==> config.mk <==
export PLATFORM = sky130hd
export DESIGN_NAME = ecm_counter_map
export DESIGN_NICKNAME = d
export VERILOG_FILES = /design/src/shared/ecm_pkg.sv /design/src/design/ecm_counter_map.sv
export SDC_FILE = /design/constraint.sdc
export NUM_CORES = 1
export LEC_CHECK = 0
export BUFFER_PORTS_ARGS = -buffer_cell sky130_fd_sc_hd__clkbuf_2
export CAP_MARGIN = 25
export CORE_ASPECT_RATIO = 1.4
export CORE_MARGIN = 2
export CORE_UTILIZATION = 30
export CTS_CLUSTER_SIZE = 24
export DETAILED_ROUTE_END_ITERATION = 10
export PLACE_DENSITY_LB_ADDON = 0.3
export SLEW_MARGIN = 15
export SYNTH_ARGS = -nofsm -noshare
export SYNTH_HDL_FRONTEND = slang
export SYNTH_SLANG_ARGS = --single-unit
==> constraint.sdc <==
create_clock -name mclk -period 2.2 [get_ports mclk]
set_input_delay 0.33 -clock mclk [delete_from_list [all_inputs] [get_ports mclk]]
set_output_delay 0.33 -clock mclk [all_outputs]
set_load 0.01 [all_outputs]
==> src/shared/ecm_pkg.sv <==
// Constants for the error counter mapping bank
package ecm_pkg;
  // ----------------------------------------
  // Indirect addresses
  // ----------------------------------------
  localparam logic [6:0] ADDR_FRAME_LOSS   = 7'h05;
  localparam logic [6:0] ADDR_PATTERN_LO   = 7'h06;
  localparam logic [6:0] ADDR_PATTERN_HI   = 7'h07;
  localparam logic [6:0] ADDR_LINE_LO      = 7'h08;
  localparam logic [6:0] ADDR_LINE_HI      = 7'h09;
  localparam logic [6:0] ADDR_NATCRC_LO    = 7'h0A;
  localparam logic [6:0] ADDR_NATCRC_HI    = 7'h0B;
  localparam logic [6:0] ADDR_FARBLK_LO    = 7'h0C;
  localparam logic [6:0] ADDR_FARBLK_HI    = 7'h0D;
  localparam logic [6:0] ADDR_NATFAR_LO    = 7'h0E;
  localparam logic [6:0] ADDR_NATFAR_HI    = 7'h0F;
  // ----------------------------------------
  // Counter layout
  // ----------------------------------------
  localparam int CNT_N      = 6;
  localparam int CNT_MAX_W  = 16;
  localparam int IDX_FRAME  = 0;
  localparam int IDX_PATT   = 1;
  localparam int IDX_LINE   = 2;
  localparam int IDX_NATCRC = 3;
  localparam int IDX_FARBLK = 4;
  localparam int IDX_NATFAR = 5;
  localparam int CNT_W [CNT_N] = '{5, 16, 16, 10, 10, 10};
  localparam int HI_SHIFT   = 4;
  localparam logic [15:0] CNT_RST = 16'h0000;
  localparam logic [7:0]  RD_ZERO = 8'h00;
  // ----------------------------------------
  // Timing
  // ----------------------------------------
  localparam longint UPDATE_PERIOD_NS = 1000000000;
  localparam longint CLK_PERIOD_NS    = 4;
  localparam int     UPDATE_CYCLES    = int'(UPDATE_PERIOD_NS / CLK_PERIOD_NS);
endpackage

==> src/design/ecm_counter_map.sv <==
// Error counter mapping bank with group snapshot and indirect read port
// Behaviour
// [RQ1] Five-bit read-only count of basic frame synchronization losses.
// [RQ2] Sixteen-bit pattern detector error count at 06H low, 07H high.
// [RQ3] Sixteen-bit line code violation count at 08H and 09H.
// [RQ4] Ten-bit national-bit CRC count; low at 0AH, top bits 5:4 of 0BH.
// [RQ5] Ten-bit far end block error count; low 0CH, top bits 5:4 of 0DH.
// [RQ6] Ten-bit national-bit far block count; low 0EH, top bits 5:4 0FH.
// [RQ7] Count LSB at bit 0 of lower address, MSB in higher register.
// [RQ8] All mapping fields read-only and zero after reset.
// [RQ9] Manual update bit rising edge refreshes whole group together.
// [RQ10] Auto update bit set refreshes whole group once every second.
// [RQ11] Each update copies accumulators and restarts them, losing no event.
`timescale 1ns/100ps
`default_nettype none
module ecm_counter_map #(
  parameter int UPDATE_CYCLES = ecm_pkg::UPDATE_CYCLES
) (
  input  wire logic       mclk,
  input  wire logic       sys_rst,
  input  wire logic       frame_loss_evt,
  input  wire logic       pattern_err_evt,
  input  wire logic       line_violation_evt,
  input  wire logic       natbit_crc_evt,
  input  wire logic       far_block_evt,
  input  wire logic       natbit_far_evt,
  input  wire logic       manual_update_bit,
  input  wire logic       auto_update_bit,
  input  wire logic       rd_en,
  input  wire logic [6:0] rd_addr,
  output logic      [7:0] rd_data,
  output logic            rd_valid,
  output logic            update_done
);

  // ----------------------------------------
  // Parameter check
  // ----------------------------------------
  if (UPDATE_CYCLES < 2)
  begin : g_bad_period
    $error("UPDATE_CYCLES must be at least 2");
  end

  localparam int TW = $clog2(UPDATE_CYCLES);
  localparam logic [TW-1:0] TICK_LAST = TW'(UPDATE_CYCLES - 1);
  localparam logic [TW-1:0] TICK_ZERO = '0;

  // ----------------------------------------
  // Field positions inside a mapping value
  // ----------------------------------------
  localparam int BYTE_W    = 8;
  localparam int LO_MSB    = 7;
  localparam int HI16_LSB  = 8;
  localparam int HI16_MSB  = 15;
  localparam int HI10_LSB  = 8;
  localparam int HI10_MSB  = 9;
  localparam int FRAME_MSB = 4;

  // ----------------------------------------
  // Package consistency checks
  // ----------------------------------------
  for (genvar k = 0; k < ecm_pkg::CNT_N; k++)
  begin : g_chk_width
    if (ecm_pkg::CNT_W[k] > ecm_pkg::CNT_MAX_W || ecm_pkg::CNT_W[k] < 1)
    begin : g_bad_width
      $error("Counter width out of range");
    end
  end

  if (ecm_pkg::HI_SHIFT + (HI10_MSB - HI10_LSB + 1) > BYTE_W)
  begin : g_bad_shift
    $error("High field does not fit a byte");
  end

  // ----------------------------------------
  // Byte views of a mapping value
  // ----------------------------------------
  function automatic logic [7:0] low_byte(input logic [15:0] v);
    low_byte = v[LO_MSB:0];
  endfunction

  function automatic logic [7:0] high16_byte(input logic [15:0] v);
    high16_byte = v[HI16_MSB:HI16_LSB];
  endfunction

  function automatic logic [7:0] high10_byte(input logic [15:0] v);
    logic [7:0] f;
    f = {6'h00, v[HI10_MSB:HI10_LSB]};
    high10_byte = 8'(f << ecm_pkg::HI_SHIFT);
  endfunction

  function automatic logic [7:0] frame_byte(input logic [15:0] v);
    frame_byte = {3'h0, v[FRAME_MSB:0]};
  endfunction

  // ----------------------------------------
  // Saturating increment within a width
  // ----------------------------------------
  function automatic logic [15:0] sat_inc(input logic [15:0] v, input int w);
    logic [15:0] lim;
    lim = 16'((32'h1 << w) - 1);
    if (v == lim)
    begin
      sat_inc = v;
    end
    else
    begin
      sat_inc = v + 16'h0001;
    end
  endfunction

  // ----------------------------------------
  // Update trigger
  // ----------------------------------------
  logic [TW-1:0] tick_r;
  logic [TW-1:0] tick_nxt;
  logic          man_prev_r;
  logic          man_prev_nxt;
  logic          upd;

  always_comb
  begin
    man_prev_nxt = manual_update_bit;
    tick_nxt     = tick_r;
    upd          = 1'b0;
    // [RQ9] Rising edge trigger
    if (manual_update_bit && !man_prev_r)
    begin
      upd = 1'b1;
    end
    // [RQ10] One second tick
    if (auto_update_bit)
    begin
      if (tick_r == TICK_LAST)
      begin
        tick_nxt = TICK_ZERO;
        upd      = 1'b1;
      end
      else
      begin
        tick_nxt = tick_r + 1'b1;
      end
    end
    else
    begin
      tick_nxt = TICK_ZERO;
    end
  end

  always_ff @(posedge mclk)
  begin
    if (sys_rst)
    begin
      tick_r     <= TICK_ZERO;
      man_prev_r <= 1'b0;
    end
    else
    begin
      tick_r     <= tick_nxt;
      man_prev_r <= man_prev_nxt;
    end
  end

  // ----------------------------------------
  // Accumulators and mapping snapshot
  // ----------------------------------------
  logic [ecm_pkg::CNT_N-1:0] evt;
  logic [15:0]               acc_r   [ecm_pkg::CNT_N];
  logic [15:0]               acc_nxt [ecm_pkg::CNT_N];
  logic [15:0]               map_r   [ecm_pkg::CNT_N];
  logic [15:0]               map_nxt [ecm_pkg::CNT_N];

  assign evt[ecm_pkg::IDX_FRAME]  = frame_loss_evt;
  assign evt[ecm_pkg::IDX_PATT]   = pattern_err_evt;
  assign evt[ecm_pkg::IDX_LINE]   = line_violation_evt;
  assign evt[ecm_pkg::IDX_NATCRC] = natbit_crc_evt;
  assign evt[ecm_pkg::IDX_FARBLK] = far_block_evt;
  assign evt[ecm_pkg::IDX_NATFAR] = natbit_far_evt;

  for (genvar i = 0; i < ecm_pkg::CNT_N; i++)
  begin : g_cnt
    always_comb
    begin
      map_nxt[i] = map_r[i];
      acc_nxt[i] = evt[i] ? sat_inc(acc_r[i], ecm_pkg::CNT_W[i]) : acc_r[i];
      // [RQ11] Snapshot and restart
      if (upd)
      begin
        map_nxt[i] = acc_r[i];
        acc_nxt[i] = evt[i] ? 16'h0001 : ecm_pkg::CNT_RST;
      end
    end

    always_ff @(posedge mclk)
    begin
      // [RQ8] Zero after reset
      if (sys_rst)
      begin
        acc_r[i] <= ecm_pkg::CNT_RST;
        map_r[i] <= ecm_pkg::CNT_RST;
      end
      else
      begin
        acc_r[i] <= acc_nxt[i];
        map_r[i] <= map_nxt[i];
      end
    end
  end

  // ----------------------------------------
  // Indirect read port
  // ----------------------------------------
  logic [7:0] rd_data_nxt;
  logic [7:0] rd_data_r;
  logic       rd_valid_nxt;
  logic       rd_valid_r;

  always_comb
  begin
    rd_data_nxt  = rd_data_r;
    rd_valid_nxt = rd_en;
    if (rd_en)
    begin
      unique case (rd_addr)
        // [RQ1] Frame loss count
        ecm_pkg::ADDR_FRAME_LOSS:
        begin
          rd_data_nxt = frame_byte(map_r[ecm_pkg::IDX_FRAME]);
        end
        // [RQ2] Pattern errors split
        ecm_pkg::ADDR_PATTERN_LO:
        begin
          rd_data_nxt = low_byte(map_r[ecm_pkg::IDX_PATT]);
        end
        ecm_pkg::ADDR_PATTERN_HI:
        begin
          rd_data_nxt = high16_byte(map_r[ecm_pkg::IDX_PATT]);
        end
        // [RQ3] Line violations split
        ecm_pkg::ADDR_LINE_LO:
        begin
          rd_data_nxt = low_byte(map_r[ecm_pkg::IDX_LINE]);
        end
        ecm_pkg::ADDR_LINE_HI:
        begin
          rd_data_nxt = high16_byte(map_r[ecm_pkg::IDX_LINE]);
        end
        // [RQ4] National CRC split
        ecm_pkg::ADDR_NATCRC_LO:
        begin
          rd_data_nxt = low_byte(map_r[ecm_pkg::IDX_NATCRC]);
        end
        ecm_pkg::ADDR_NATCRC_HI:
        begin
          rd_data_nxt = high10_byte(map_r[ecm_pkg::IDX_NATCRC]);
        end
        // [RQ5] Far block split
        ecm_pkg::ADDR_FARBLK_LO:
        begin
          rd_data_nxt = low_byte(map_r[ecm_pkg::IDX_FARBLK]);
        end
        ecm_pkg::ADDR_FARBLK_HI:
        begin
          rd_data_nxt = high10_byte(map_r[ecm_pkg::IDX_FARBLK]);
        end
        // [RQ6] National far block split
        ecm_pkg::ADDR_NATFAR_LO:
        begin
          rd_data_nxt = low_byte(map_r[ecm_pkg::IDX_NATFAR]);
        end
        // [RQ7] MSB in higher address
        ecm_pkg::ADDR_NATFAR_HI:
        begin
          rd_data_nxt = high10_byte(map_r[ecm_pkg::IDX_NATFAR]);
        end
        default:
        begin
          rd_data_nxt = ecm_pkg::RD_ZERO;
        end
      endcase
    end
  end

  always_ff @(posedge mclk)
  begin
    if (sys_rst)
    begin
      rd_data_r  <= ecm_pkg::RD_ZERO;
      rd_valid_r <= 1'b0;
    end
    else
    begin
      rd_data_r  <= rd_data_nxt;
      rd_valid_r <= rd_valid_nxt;
    end
  end

  // ----------------------------------------
  // Update done pulse
  // ----------------------------------------
  logic done_nxt;
  logic done_r;

  always_comb
  begin
    done_nxt = upd;
  end

  always_ff @(posedge mclk)
  begin
    if (sys_rst)
    begin
      done_r <= 1'b0;
    end
    else
    begin
      done_r <= done_nxt;
    end
  end

  assign rd_data     = rd_data_r;
  assign rd_valid    = rd_valid_r;
  assign update_done = done_r;

endmodule
`default_nettype wire

== Yosys cells after proc, flatten, opt, wreduce, memory -nomap -nowiden ==
Memory sizes are Yosys's and may differ from the RTL's.
Cells that the tools add are included.

* Output and inout port bits: 10
* Input bits: 18
* Flip-flop bits (word level): 39
* ROM bits: 0
* Latch bits: 0
* Logic and storage cells: 97
* Memories kept: 2
* Memory bits (writable): 192

{| class="wikitable"
|+ Memory list
! memory !! depth !! width !! rd ports !! clocked after Yosys merged registers in !! write ports !! line !! RTL
|-
| acc_r || 6 || 16 || 6 || 0 || 6 || ecm_counter_map.sv:168 || <nowiki>logic [15:0] acc_r [ecm_pkg::CNT_N];</nowiki>
|-
| map_r || 6 || 16 || 6 || 0 || 6 || ecm_counter_map.sv:170 || <nowiki>logic [15:0] map_r [ecm_pkg::CNT_N];</nowiki>
|}

* $lt $le $gt $ge: 0
* Add/sub/neg operators: 7
* $mul: 0
* Equal/unequal tests: 18
* Shifts and indexed selects: 0
* Reduce and logical (&&, ||, !) cells: 3
* Div/mod/pow operators: 0
* Mux-type cells: 49
* Bitwise gates (word level): 13

{| class="wikitable"
|+ Operators by type and width
! kind !! count
|-
| 16-bit 2-to-1 mux || 36
|-
| 16-bit by 1-bit adder with 16-bit output (second input constant) || 6
|-
| 8-bit one-hot mux with 11 select lines || 1
|-
| 7-bit by 4-bit equality test with 1-bit output (second input constant) || 8
|-
| 16-bit by 10-bit equality test with 1-bit output (second input constant) || 3
|-
| 16-bit equality test (second input constant) || 2
|-
| 28-bit by 1-bit adder with 28-bit output (second input constant) || 1
|-
| 28-bit equality test (second input constant) || 1
|-
| 7-bit by 3-bit equality test with 1-bit output (second input constant) || 3
|-
| 16-bit by 5-bit equality test with 1-bit output (second input constant) || 1
|-
| 1-bit 2-to-1 mux || 12
|-
| 1-bit bitwise OR || 12
|-
| 3-bit OR reduction || 1
|-
| 1-bit logical AND || 1
|-
| 1-bit zero test || 1
|-
| 1-bit NOT || 1
|}

== Logic depth before layout (Yosys ltp) ==
* Depth in word-level cells: 7
* Gate-level depth with buffers: 9
* Depth with buffers taken out: 6

== Least setup slack after synthesis ==
OpenSTA, ideal clock, no wires.

* Path kind: register -> register
* Start point: register tick_r[11]
* End point: memory acc_r[3][2]
* Path buffers: 3
* Data arrival time: 1.953 ns
* Setup slack: 0.099 ns
* Stages on the path, launching flop included: 9
* Data required time: 2.052 ns
* Library setup time: 0.148 ns
* Period minus slack after synthesis: 2.101 ns
* Cell sequence: dfxtp_1 or4b_1 nor4_2 a41oi_1 buf_2 nand2b_1 buf_4 buf_4 a311oi_1

{| class="wikitable"
|+ RTL lines
! item !! line !! RTL
|-
| start, declared || ecm_counter_map.sv:115 || <nowiki>logic [TW-1:0] tick_r;</nowiki>
|-
| start signal, assigned || ecm_counter_map.sv:159 || <nowiki>tick_r <= tick_nxt;</nowiki>
|-
| end, declared || ecm_counter_map.sv:168 ||
|}

==> results.yml <==
power_and_ir_drop:
  swShare_pct: 22.00
  combPwrFrac_pct: 4.4
  total_leakage_power_uw: 0.003716
  power-per-cell-area_nw_per_um2: 746.9
  power_uw: 7965
  p_int_uw: 6213
  clkPwrFrac_pct: 49.0
  power.switching_uw: 1752
  ir_drop_mv: 0.3503
  p_seq_share_pct: 46.6
worst_setup_path:
  worstPathMaxFanout: 30
  worst_setup_path_end_kind: "flip-flop"
  reg2regPathDepth: 7
  path_class: "flip-flop to flip-flop"
  required_ns: 2.59
  worstSetupStartpointType: "flip-flop"
  crit_start: "tick_r[24]"
  crit_arrival_ns: 2.59
  r2r-start: "tick_r[24]"
synthesis:
  synth.distinct_cells: 61
  avgSynthCellArea_um2: 9.108
  yosysSeqAreaShare_pct: 44.76
  synth_edf_count: 0
  synth_xor_area_share_pct: 9.791
  synth_fa_ha_area_share_pct: 0.9694
  synth_top_family_by_area: "simple AND/OR/NAND/NOR gates"
  synthArstFlopShare_pct: 0
  synthMuxAreaShare_pct: 2.437
  syn_area_um2: 9035
  synth-compound-area-share_pct: 13.00
  synth_cells: 992
  yosys.area_share.simple_pct: 25.69
  yosysWarnings: 0
  synth_nets: 1017
  ys_ff_latch: 202
  synthFlopType: "dfxtp_1"
sta:
  finalSetupViolCount: 19
  fin_skew_ns: 0.006511
  max-slew-margin-rel_pct: 51.62
  finalWorstSetupSlack_ns: -0.004186
  hold_viol: 0
  worst_pin_slew_ns: 0.7226
  drv_slew: 0
  finalCritPeriodShare_pct: 100.2
  fin_tns_setup_ns: -0.03057
  rsz0062_at_grt: "yes"
  fmax_ghz: 0.4537
  min_period_ns: 2.204
routing:
  dr.pass1.iters: 5
  via_per_inst: 5.109
  drt_iter0_markers: 419
  drt_wl_total_mm: 22.82
  drcViolationCount: 0
  wl_per_cell_um: 15.85
  ant_nets: 0
  vias: 7357
grt:
  grt_antenna_before_repair: 0
  grt_pass1_vias: 7184
  grtUsageTotal_pct: 14.58
  grt_pass1_wl_mm: 37.43
  gr-total-overflow: 0
  grt_max_degree: 36
hold_path:
  holdCritPathClass: "input pin to flip-flop"
  hp-start: "manual_update_bit"
  holdPathStages: 2
run_status:
  violations: "setup timing"
  status: "finished, violations left"
floorplanning:
  start_util_pct: 30.28
  fp.dieH_um: 209.3
  dieWidth_um: 150.7
  io_pins: 28
  core_um2: 29840
  dieArea_um2: 31540
  fp-row-count: 75
clock_tree:
  h-tree-depth: 1
  cts.path.max_buffers: 3
  cts_sinks: 202
  cts_buffers: 22
  cts.clk_slew.worst_paths_ns: 0.06
  cts_hold_repair.buffers: 0
  cts-root-buf: "clkbuf_16"
  cts_tree: "yes"
  clk_latency_ns: 0.50
cells_and_area:
  stdcell_count: 1440
  layout_common_cells: "dfxtp_1 (202), nor2_1 (137), nand2_1 (70)"
  fin_nets: 1065
  finish.utilization_pct: 35.74
  drive_gt1_share_pct: 12.51
  n_antenna_cell: 0
  area_delta_synth_final_pct: 18.03
  final_common_cell: "dfxtp_1"
flow_run:
  drv_cap: 0
placement:
  pre_cts_ws_ns: -0.03759
  dpl.cell_count: 1399
  dp_hpwl_mm: 16.22
  numPortBuffers: 27
  gp_congestion: 0.8324
-- sequential cells by signal (all words and copies together) (netlist names) --
| name | flops |
|---|---|
| rd_data | 8 |
| man_prev_r | 1 |
| tick_r | 28 |
| update_done | 1 |
| acc_r | 96 |
| map_r | 67 |
| rd_valid | 1 |
-- area by class of cell --
class / instances / area (µm²)
Multi-Input combinational cell: 732 / 4741
Fill cell: 3081 / 19180
Inverter: 11 / 41.29
Sequential cell: 202 / 4044
Timing Repair Buffer: 71 / 586.8
Clock inverter: 8 / 123.9
Tap cell: 385 / 481.7
Clock buffer: 31 / 645.6
-- critical path, cell delays in order, from the launching register on --
cell and delay [ns]:
dfxtp_1 0.31, or4b_4 0.54, nor4_4 0.33, buf_4 0.16, a41o_1 0.22, nor2_4 0.09
buf_12 0.20, a22o_1 0.23
-- final timing paths --
path | end | slack [ns]
max | map_r[1][17] | -0.004
min | man_prev_r | 0.1
max reg2reg | map_r[1][17] | -0.004
min reg2reg | tick_r[0] | 0.47
-- logic make-up after synthesis --
family / Yosys count
mux: 20
fa+ha+maj: 7
flops: 202
simple gates: 451
xor+xnor: 101
compound gates: 153
buf+inv: 58
-- cell usage after synthesis (all sizes together), types with 23 or more instances --
cell | n | area, µm²
clkbuf | 24 | 90.09
nand4 | 45 | 281.5
xor2 | 62 | 543.0
nand3 | 50 | 250.2
a22o | 67 | 586.8
nor2 | 139 | 524.3
nand2 | 70 | 262.8
buf | 23 | 171.4
nor3 | 24 | 120.1
dfxtp | 202 | 4044
xnor2 | 39 | 341.6
and3 | 26 | 162.7
nor4 | 26 | 175.2
-- power by group through the flow --
stage / Clock (µW) / Combinational, µW / Sequential [µW]
after floorplan: 0 / 218 / 3780
after global placement: 0 / 337 / 3800
after detailed placement: 0 / 342 / 3800
after CTS: 4000 / 354 / 3710
after global routing: 4140 / 385 / 3720
final: 3900 / 350 / 3710
-- metal layers --
metal	vias up	wire length (µm)	GRT usage, %
li1	3710	-	-
met1	3482	9925	17.94
met2	130	11490	25.82
met3	35	748	1.870
met4	0	664	5.253
met5	-	0	0
-- stage by stage --
step / hold slack, ns / cell area (µm²)
floorplan: 0.4299 / 9035
global placement: 0.4418 / 9833
detailed placement: 0.4620 / 9833
CTS: 0.08345 / 10650
global route: 0.09711 / 10660
finish: 0.09733 / 10660
-- timing repair --
action / CTS / global route
cloned: 1 / 0
buffers inserted: 1 / 2
setup endpoints to repair: 67 / 119
resized for setup: 4 / 4
pin swaps: 2 / 2
(Power assumes the default switching activity.)
